**src/lbi_cfg_pkg.sv**
```systemverilog
package lbi_cfg_pkg;

   // ***********************************************
   // register map (byte addresses)
   // ***********************************************
   localparam logic [7:0] mask_window_off = 8'h78;
   localparam logic [7:0] status_off = 8'h7C;
   localparam logic [7:0] evt_status_off = 8'hA8;
   localparam logic [7:0] evt_mask_off = 8'hAC;
   localparam logic [7:0] mode_off = 8'hB8;

   // ***********************************************
   // reset values
   // ***********************************************
   localparam logic [31:0] mask_window_rst = 32'h00000000;
   localparam logic [31:0] status_rst = 32'h00000000;
   localparam logic [7:0] evt_mask_rst = 8'h00;
   localparam logic [2:0] mode_rst = 3'h0;

   // ***********************************************
   // field positions
   // ***********************************************
   localparam int window_b_pos = 24;
   localparam int window_a_pos = 16;
   localparam int mask_b_pos = 4;
   localparam int mask_a_pos = 0;
   localparam int hold_pos = 0;
   localparam int irq1_pos = 1;
   localparam int irq2_pos = 2;

   // ***********************************************
   // window codes
   // ***********************************************
   localparam logic [5:0] window_32 = 6'h20;
   localparam logic [5:0] window_16 = 6'h10;
   localparam logic [5:0] window_4 = 6'h04;
   localparam logic [5:0] window_2 = 6'h02;

   // per-channel mask field: all, tx pool, rx end, rx pool
   typedef struct packed {
      logic every;
      logic tx_pool;
      logic rx_end;
      logic rx_pool;
   } chan_mask_type;

   // peripheral event group for one channel
   typedef struct packed {
      logic tx_pool_ready_event;
      logic rx_message_end_event;
      logic rx_pool_full_event;
   } chan_evt_type;

   // pointer set selection
   typedef enum logic [1:0] {
      ptr_set_a,
      ptr_set_b,
      ptr_set_c,
      ptr_set_d
   } ptr_sel_type;

endpackage : lbi_cfg_pkg

```
**src/lbi_evt_gate.sv**
```systemverilog
module lbi_evt_gate (
   // mask settings
   input wire lbi_cfg_pkg::chan_mask_type mask,
   input wire logic disregard,
   // raw events and gated result
   input wire lbi_cfg_pkg::chan_evt_type evt_in,
   output lbi_cfg_pkg::chan_evt_type evt_out
);
   // ***********************************************
   // per-channel masking
   // ***********************************************
   wire logic kill_all;
   wire logic [2:0] type_kill;
   assign kill_all = mask.every & ~disregard;
   // one driver for the whole group, so the output is never split between assigns
   assign type_kill = {mask.tx_pool, mask.rx_end, mask.rx_pool} & {3{~disregard}};
   // while disregard is low, masked types never reach the state machine or the queue
   assign evt_out = evt_in & ~type_kill & {3{~kill_all}};
endmodule : lbi_evt_gate

```
**src/lbi_irq_cfg.sv**
```systemverilog
// Behaviour
// - each channel's rx fifo window field sets 32, 16, 4 or 2 accessible bytes by code.
// - suppress_every_irq_b set masks every channel B interrupt.
// - suppress_every_irq_a set masks every channel A interrupt.
// - channel B per-type suppress bits mask only their own event type.
// - channel A per-type suppress bits mask only their own event type.
// - pointer sets A/B serve interrupt mode A/B, sets C/D serve dma mode A/B.
// - with the framer peripheral only channel B carries data and channel A masks are ignored.
// - the status register is read only, resets to zero, bits above 15 read zero.
// - bus_hold_flag is 0 while the bus controller drives the bus and 1 in hold.
// - first_irq_line_flag is set when local_irq_input_1 is the pending source.
// - second_irq_line_flag is set when local_irq_input_2 is the pending source.
//
// The implementer's own choice: the AHB-Lite slave port.
module lbi_irq_cfg (
   // clock and reset
   input wire logic hclk,
   input wire logic hresetn,
   // ahb-lite slave
   input wire logic hsel,
   input wire logic [31:0] haddr,
   input wire logic [1:0] htrans,
   input wire logic hwrite,
   input wire logic [2:0] hsize,
   input wire logic [31:0] hwdata,
   input wire logic hready,
   output logic [31:0] hrdata,
   output logic hreadyout,
   output logic hresp,
   // bus controller status pins (asynchronous)
   input wire logic ext_bus_hold,
   input wire logic local_irq_input_1,
   input wire logic local_irq_input_2,
   // raw peripheral events from the transfer engine
   input wire lbi_cfg_pkg::chan_evt_type evt_a,
   input wire lbi_cfg_pkg::chan_evt_type evt_b,
   // gated events to the state machine and queue
   output lbi_cfg_pkg::chan_evt_type evt_a_gated,
   output lbi_cfg_pkg::chan_evt_type evt_b_gated,
   // pointer and window selection
   output lbi_cfg_pkg::ptr_sel_type ptr_sel_a,
   output lbi_cfg_pkg::ptr_sel_type ptr_sel_b,
   output logic [5:0] window_bytes_a,
   output logic [5:0] window_bytes_b,
   output logic window_legal_a,
   output logic window_legal_b,
   // interrupt
   output logic irq
);

   // ***********************************************
   // ahb address phase capture
   // ***********************************************
   logic wr_pend_r;
   logic rd_pend_r;
   logic [7:0] addr_r;
   wire logic xfer_ok;
   assign xfer_ok = hsel & hready & htrans[1];
   always_ff @(posedge hclk or negedge hresetn) begin
      if (!hresetn) begin
         wr_pend_r <= 1'b0;
         rd_pend_r <= 1'b0;
         addr_r <= 8'h00;
      end else begin
         wr_pend_r <= xfer_ok & hwrite;
         rd_pend_r <= xfer_ok & ~hwrite;
         if (xfer_ok) begin
            addr_r <= haddr[7:0];
         end
      end
   end
   // zero wait state slave, always okay
   assign hreadyout = 1'b1;
   assign hresp = 1'b0;

   // ***********************************************
   // pin synchronisers
   // ***********************************************
   logic [2:0] pin_s1_r;
   logic [2:0] pin_s2_r;
   always_ff @(posedge hclk or negedge hresetn) begin
      if (!hresetn) begin
         pin_s1_r <= 3'h0;
         pin_s2_r <= 3'h0;
      end else begin
         pin_s1_r <= {local_irq_input_2, local_irq_input_1, ext_bus_hold};
         pin_s2_r <= pin_s1_r;
      end
   end

   // ***********************************************
   // writable registers
   // ***********************************************
   logic [31:0] mask_window_r;
   logic [2:0] mode_r;
   logic [7:0] evt_mask_r;
   logic [7:0] evt_stat_r;
   logic [7:0] evt_stat_nxt;
   wire logic wr_mw;
   wire logic wr_mode;
   wire logic wr_emask;
   wire logic wr_estat;
   assign wr_mw = wr_pend_r & (addr_r == lbi_cfg_pkg::mask_window_off);
   assign wr_mode = wr_pend_r & (addr_r == lbi_cfg_pkg::mode_off);
   assign wr_emask = wr_pend_r & (addr_r == lbi_cfg_pkg::evt_mask_off);
   assign wr_estat = wr_pend_r & (addr_r == lbi_cfg_pkg::evt_status_off);

   // only documented bits are kept; unused bits read zero
   always_ff @(posedge hclk or negedge hresetn) begin
      if (!hresetn) begin
         mask_window_r <= lbi_cfg_pkg::mask_window_rst;
         mode_r <= lbi_cfg_pkg::mode_rst;
         evt_mask_r <= lbi_cfg_pkg::evt_mask_rst;
      end else begin
         if (wr_mw) begin
            mask_window_r <= hwdata & 32'h3F3F00FF;
         end
         if (wr_mode) begin
            mode_r <= hwdata[2:0];
         end
         if (wr_emask) begin
            evt_mask_r <= hwdata[7:0];
         end
      end
   end

   // ***********************************************
   // field decode
   // ***********************************************
   wire lbi_cfg_pkg::chan_mask_type mask_a;
   wire lbi_cfg_pkg::chan_mask_type mask_b;
   wire logic dma_mode_a;
   wire logic dma_mode_b;
   wire logic framer_mode;
   assign mask_a = mask_window_r[lbi_cfg_pkg::mask_a_pos +: 4];
   assign mask_b = mask_window_r[lbi_cfg_pkg::mask_b_pos +: 4];
   assign dma_mode_a = mode_r[0];
   assign dma_mode_b = mode_r[1];
   assign framer_mode = mode_r[2];

   // window legality check, shared by both channels
   function automatic logic window_ok(input logic [5:0] code);
      window_ok = (code == lbi_cfg_pkg::window_32) | (code == lbi_cfg_pkg::window_16)
         | (code == lbi_cfg_pkg::window_4) | (code == lbi_cfg_pkg::window_2);
   endfunction : window_ok

   // the code equals the byte count; reserved codes flagged, not fixed
   assign window_bytes_a = mask_window_r[lbi_cfg_pkg::window_a_pos +: 6];
   assign window_bytes_b = mask_window_r[lbi_cfg_pkg::window_b_pos +: 6];
   assign window_legal_a = window_ok(window_bytes_a);
   assign window_legal_b = window_ok(window_bytes_b);

   // interrupt mode uses sets a/b, dma mode sets c/d
   assign ptr_sel_a = dma_mode_a ? lbi_cfg_pkg::ptr_set_c : lbi_cfg_pkg::ptr_set_a;
   assign ptr_sel_b = dma_mode_b ? lbi_cfg_pkg::ptr_set_d : lbi_cfg_pkg::ptr_set_b;

   // ***********************************************
   // event masking
   // ***********************************************
   // channel a masks are ignored in framer mode
   lbi_evt_gate gate_a (
      .mask(mask_a),
      .disregard(framer_mode),
      .evt_in(evt_a),
      .evt_out(evt_a_gated)
   );
   lbi_evt_gate gate_b (
      .mask(mask_b),
      .disregard(1'b0),
      .evt_in(evt_b),
      .evt_out(evt_b_gated)
   );

   // ***********************************************
   // local bus status
   // ***********************************************
   wire logic [31:0] status_word;
   assign status_word = {29'h0, pin_s2_r[2], pin_s2_r[1], pin_s2_r[0]};

   // ***********************************************
   // sticky event status, write one to clear
   // ***********************************************
   wire logic [7:0] evt_raise;
   assign evt_raise = {2'h0, evt_b_gated, evt_a_gated};
   // set wins over a clear in the same cycle
   always_comb begin
      evt_stat_nxt = evt_stat_r;
      if (wr_estat) begin
         evt_stat_nxt = evt_stat_nxt & ~hwdata[7:0];
      end
      evt_stat_nxt = evt_stat_nxt | evt_raise;
   end
   always_ff @(posedge hclk or negedge hresetn) begin
      if (!hresetn) begin
         evt_stat_r <= 8'h00;
      end else begin
         evt_stat_r <= evt_stat_nxt;
      end
   end
   assign irq = |(evt_stat_r & evt_mask_r);

   // ***********************************************
   // read data
   // ***********************************************
   logic [31:0] rd_mux;
   always_comb begin
      rd_mux = 32'h00000000;
      unique case (addr_r)
         lbi_cfg_pkg::mask_window_off: rd_mux = mask_window_r;
         lbi_cfg_pkg::status_off: rd_mux = status_word;
         lbi_cfg_pkg::evt_status_off: rd_mux = {24'h0, evt_stat_r};
         lbi_cfg_pkg::evt_mask_off: rd_mux = {24'h0, evt_mask_r};
         lbi_cfg_pkg::mode_off: rd_mux = {29'h0, mode_r};
         default: rd_mux = 32'h00000000;
      endcase
   end
   assign hrdata = rd_pend_r ? rd_mux : 32'h00000000;

endmodule : lbi_irq_cfg

```
**config.mk**
```make
export PLATFORM = sky130hd
export DESIGN_NAME = lbi_irq_cfg
export DESIGN_NICKNAME = d
export VERILOG_FILES = /design/src/lbi_cfg_pkg.sv /design/src/lbi_evt_gate.sv /design/src/lbi_irq_cfg.sv
export SDC_FILE = /design/constraint.sdc
export NUM_CORES = 1
export LEC_CHECK = 0
export ABC_AREA = 0
export BUFFER_PORTS_ARGS = -buffer_cell sky130_fd_sc_hd__buf_4
export CAP_MARGIN = 20
export CELL_PAD_IN_SITES_DETAIL_PLACEMENT = 0
export CELL_PAD_IN_SITES_GLOBAL_PLACEMENT = 1
export CORE_UTILIZATION = 37
export DETAILED_ROUTE_END_ITERATION = 8
export GPL_TIMING_DRIVEN = 0
export PLACE_DENSITY = 0.94
export SLEW_MARGIN = 15
export SYNTH_ARGS = -nofsm -noshare
export SYNTH_HDL_FRONTEND = slang
export SYNTH_SLANG_ARGS = --single-unit
```
**constraint.sdc**
```tcl
create_clock -name hclk -period 3.25 [get_ports hclk]
set_input_delay 0.4875 -clock hclk [delete_from_list [all_inputs] [get_ports hclk]]
set_output_delay 0.4875 -clock hclk [all_outputs]
set_load 0.005 [all_outputs]
```
# Word level (Yosys, flattened, before mapping)
# Index checks and enable logic that the tools add are counted.
word_totals:
  latch_bits: 0
  regBits: 55
  mem_bits_ro: 0
  in_bits: 83
  ramBits: 0
  elab_cells: 58
  n_memories: 0
op_classes:
  order_cmp: 0
  shift: 0
  div_mod_pow: 0
  eq_ne: 13
  addsub: 0
  reduce_logical: 1
  n_bitwise: 30
  mul: 0
  muxes: 5
op_table:
  columns: ["op", "n"]
  rows:
  - ["30-bit case mux with 5 select lines", 1]
  - ["32-bit two-way mux", 1]
  - ["8-bit equality test (second input constant)", 3]
  - ["8-bit bitwise AND", 2]
  - ["8-bit by 7-bit equality test with 1-bit output (second input constant)", 2]
  - ["3-bit bitwise AND", 5]
  - ["6-bit by 2-bit equality test with 1-bit output (second input constant)", 2]
  - ["6-bit by 3-bit equality test with 1-bit output (second input constant)", 2]
  - ["6-bit by 5-bit equality test with 1-bit output (second input constant)", 2]
  - ["6-bit equality test (second input constant)", 2]
  - ["1-bit bitwise AND", 9]
  - ["8-bit two-way mux", 1]
  - ["8-bit NOT", 1]
  - ["8-bit by 6-bit bitwise OR with 8-bit output", 1]
  - ["8-bit OR reduction", 1]
  - ["3-bit NOT", 2]
  - ["1-bit bitwise OR", 6]
  - ["2-bit two-way mux", 2]
  - ["1-bit NOT", 4]

# Depth between registers and ports, before layout
depth:
  depth_word: 6
  mapped_depth: 5
  ltp_nobuf: 4

# Hierarchy
# From an unflattened synthesis, not the netlist that was laid out.
hier_totals:
  cells_unflattened: 241
  area_unflattened_um2: 2865.2
modules_own_cells:
  columns: ["module", "seq_area_each_um2", "n_inst", "cells_per_inst", "area_per_inst_um2"]
  rows:
  - ["lbi_irq_cfg", 1376.3, 1, 229, 2797.7]
  - ["lbi_evt_gate", 0.0, 2, 6, 33.8]

# Worst setup path after synthesis
# OpenSTA, ideal clock, no wires.
synth_path:
  path_kind: "reg-to-output"
  start: "reg addr_r[2]"
  end: "out hrdata[16]"
  stages_incl_launch_ff: 5
  setup_slack_ns: 1.402
  arrival_ns: 1.360
  path_cell_list: "dfrtp_1 -> nor4b_4 -> and3_1 -> clkbuf_1 -> and2_1"
synth_via:
  elab_chain_len: 3
  elab_cells_between_ends: 7
  cone_classes: "eq/ne: 5; mux: 2"
synth_rtl:
  columns: ["element", "line", "text"]
  rows:
  - ["from (decl)", "lbi_irq_cfg.sv:56", "logic [7:0] addr_r;"]
  - ["from (signal assigned)", "lbi_irq_cfg.sv:68", "addr_r <= haddr[7:0];"]
  - ["8-bit equality test / 8-bit by 7-bit equality test with 1-bit output (equally long branches)", "lbi_irq_cfg.sv:208", "unique case (addr_r)"]
  - ["30-bit case mux with 5 select lines (*)", "lbi_irq_cfg.sv:208", null]
  - ["32-bit two-way mux (*)", "lbi_irq_cfg.sv:217", "assign hrdata = rd_pend_r ? rd_mux : 32'h00000000;"]
  - ["to (decl)", "lbi_irq_cfg.sv:27", "output logic [31:0] hrdata,"]
# Mark *: on every way between the ends. The rest lies on a longest branch, timed or not.

# Final worst setup path
layout_path:
  start: "reg addr_r[6]"
  end: "out hrdata[0]"
# The elaborated chain is that of the path after synthesis.

==> metrics.csv <==
stage,metric,value,unit
global_route,GRT Total Usage,17.3,%
clock_tree,Clock Pin Slew Worst Setup and Hold Paths,100,ps
timing,clock skew,7.45,ps
synth,synthesis warning total,0,
clock_tree,# resized after CTS,0,
timing,Slew @ Worst Pin,702,ps
synth,mux share of post-synthesis cell area,19.0,%
synth,Synth Area in Simple Gates,12.9,%
synth,largest family of logic cells by synthesized area,multiplexers,
min_path,HP Class,in2async,
final_layout,non-filler instance count after layout,433,
synth,Synth async-reset ratio,100,%
timing,Final setup viols,0,
synth,synthesized cell area,2760,um2
synth,"area leader, netlist",dfrtp_1,
die,die area,7820,um2
die,Die Y,88.4,um
die,std cell rows,31,
synth,Adder-Cell Fraction of Synth Area,0,%
routing,Avg Vias per Cell,4.95,
critical_path,crit path launch type,flop,
synth,synth cell count leaders,"55 x dfrtp_1, 20 x mux2_2, 20 x mux2_4, 16 x buf_4",
clock_tree,CTS tree,built,
place,PortBufs,85,
place,hpwl dp,4.74,mm
die,starting density of the core,38.1,%
die,chip width,88.4,um
place,final RePlAce weighted congestion,0.750,
clock_tree,Clock Tree Root,clkbuf_8,
routing,first drt pass iteration count,4,
clock_tree,Num CTS Buffers,5,
synth,Synth Flop Type,dfrtp_1,
final_layout,fin util,50.6,%
synth,Synth Register Bits,55,
routing,DRC errors left,0,
final_layout,layout cells sized above 1,46.7,%
synth,Synth area leaders,"dfrtp_1 50%, mux2_4 11%, mux2_2 8.1%",
critical_path,Worst EP required,2760,ps
final_layout,final net count,416,
synth,syn avg cell area,12.2,um2
clock_tree,Post-CTS Setup Bufs,0,
routing,final wirelength,6.43,mm
clock_tree,CTS HTree Levels,2,
die,Core ar.,7250,um2
global_route,largest net degree at the start of global routing,56,
global_route,vias in the first global route,2022,
routing,routed vias,2143,
synth,register area share after synthesis,49.8,%
timing,Achievable Freq,372,MHz
global_route,global-route wire length before repair,10.2,mm
final_layout,Layout area overhead,32.9,%
global_route,GR Overflow Total,0,
timing,final max-slew violation count,0,
routing,ANT nets after route,0,
die,# IOs,142,
power_and_ir_drop,LEAKAGE,1.76,nW
critical_path,crit path buf inv count,1,
critical_path,Top Family by Delay on Critical Path,simple AND/OR/NAND/NOR gates,
timing,minimum clock period,2690,ps
synth,share of the synthesized area in the top cell type,49.8,%
timing,"Hold Violations, Final",0,
power_and_ir_drop,pwr/cell area,381,nW/um2
critical_path,worst-path cell chain,"nor2b_1, a22o_1, nand4_1, a211oi_1, buf_4",
timing,Sum Neg Setup Slack,0,ps
run_status,status,"finished, final reports clean",
place,Placed Cells,425,
critical_path,maximum fanout along the worst path,8,
critical_path,critical path class,reg2out,
synth,XOR/XNOR Fraction of Synth Area,0.634,%
routing,Routed WL per cell,14.9,um
clock_tree,# hold bufs at CTS,0,
synth,post-synthesis compound-gate area fraction,11.1,%
synth,number of library cell types mapped by synthesis,34,
critical_path,Worst EP arrival,2200,ps
global_route,initial antenna violation count,0,
timing,unrepaired setup endpoints after global routing,no,
critical_path,crit path capture type,output pin,
synth,"count leader, synth",dfrtp_1,
final_layout,ant diodes,0,
critical_path,CP max stage delay,430,ps
routing,Iter 0 DRT Violations,109,
power_and_ir_drop,peak supply drop,0.207,mV
timing,Rel. slew slack,53.2,%
critical_path,CP max stage cell,dfrtp_1,
synth,cells after synthesis,227,
synth,"EDFF count, synth",0,
clock_tree,worst-case clock buffer depth,2,
clock_tree,TritonCTS Sinks,55,
clock_tree,worst skew pair latency,320,ps
job,Max-Cap Viols,0,
timing,period utilisation layout,82.7,%
metal layers:
metal	routed length, um	track usage, %
met1	2820	21.9
met2	3130	29.7
met3	432	4.10
met4	58	4.99
met5	0	0
final cells by class:
class	instances	area (um2)
inverters	1	3.75
flip-flops and latches	55	1380
plain buffers	24	169
clock buffers	5	68.8
multi-input cells	161	1270
fillers	636	3580
repair buffers	85	638
well taps	99	124
clock inverters	3	25.0
metrics by stage:
stage	hold slack, ps	setup slack, ps	instance area, um2	total power, W
final	201	562	3670	0.00140
after global routing	241	455	3670	0.00147
after CTS	238	570	3670	0.00141
after detailed placement	335	947	3580	0.00102
after floorplan	192	1400	2820	0.000906
after global placement	333	932	3580	0.00101
final timing paths:
kind | slack (ps) | cells past startpoint | start | endpoint
setup / recovery | 560 | 5 | addr_r[6]$_DFFE_PN0P_ | hrdata[0]
hold / removal | 200 | 1 | hresetn | mask_window_r[25]$_DFFE_PN0P_
setup reg to reg | 1340 | 5 | addr_r[2]$_DFFE_PN0P_ | mask_window_r[2]$_DFFE_PN0P_
hold reg to reg | 360 | 0 | pin_s1_r[2]$_DFF_PN0_ | pin_s2_r[2]$_DFF_PN0_
max in group asynchronous | 2580 | 1 | hresetn | mask_window_r[21]$_DFFE_PN0P_
min in group hclk | 270 | 1 | ext_bus_hold | pin_s1_r[0]$_DFF_PN0_
worst register-to-register path, stage by stage, from the launching register on:
cell and delay [ps]:
dfrtp_1 430, nor4b_4 540, and2_1 240, nand2_1 100, buf_6 190, mux2_4 310
cells in the final DEF, fill, tap and decap left out, types with 2 or more instances in the layout:
cell | synthesis | layout
buf_4 | 16 | 101
dfrtp_1 | 55 | 55
mux2_2 | 20 | 20
mux2_4 | 20 | 20
conb_1 | 2 | 16
and2_1 | 13 | 13
nand2_1 | 13 | 13
a22oi_1 | 12 | 12
nor2_1 | 11 | 11
a22o_1 | 8 | 8
a21o_1 | 6 | 6
o21a_1 | 5 | 5
clkbuf_8 | 0 | 5
nor3b_1 | 4 | 4
o21ai_0 | 4 | 4
nor3_1 | 4 | 4
and3_1 | 3 | 3
clkbuf_1 | 3 | 3
buf_2 | 3 | 3
nand4_1 | 3 | 3
nor2b_1 | 2 | 2
or3_1 | 2 | 2
nand3b_1 | 2 | 2
a31oi_1 | 2 | 2
xor2_1 | 2 | 2
buf_6 | 2 | 2
a21boi_0 | 2 | 2
clkinv_4 | 0 | 2
where the power goes:
group	total [W]	switching, W	internal (W)	leakage (nW)
registers	0.000776	0.0000485	0.000727	0.634
clock network	0.000395	0.000240	0.000155	0.0443
logic	0.000228	0.0000908	0.000137	1.09
registers in the layout (all words and copies together), names as in the netlist:
signal and cells:
rd_pend_r 1, addr_r 8, wr_pend_r 1, evt_mask_r 8, pin_s2_r 3, mode_r 3
mask_window_r 20, evt_stat_r 8, pin_s1_r 3
cells by family after synthesis:
group	after synthesis
simple gates	62
mux	40
compound gates	41
flops	55
xor+xnor	2
buf+inv	25
other cells	2
Power figures use the tool's default switching activity.
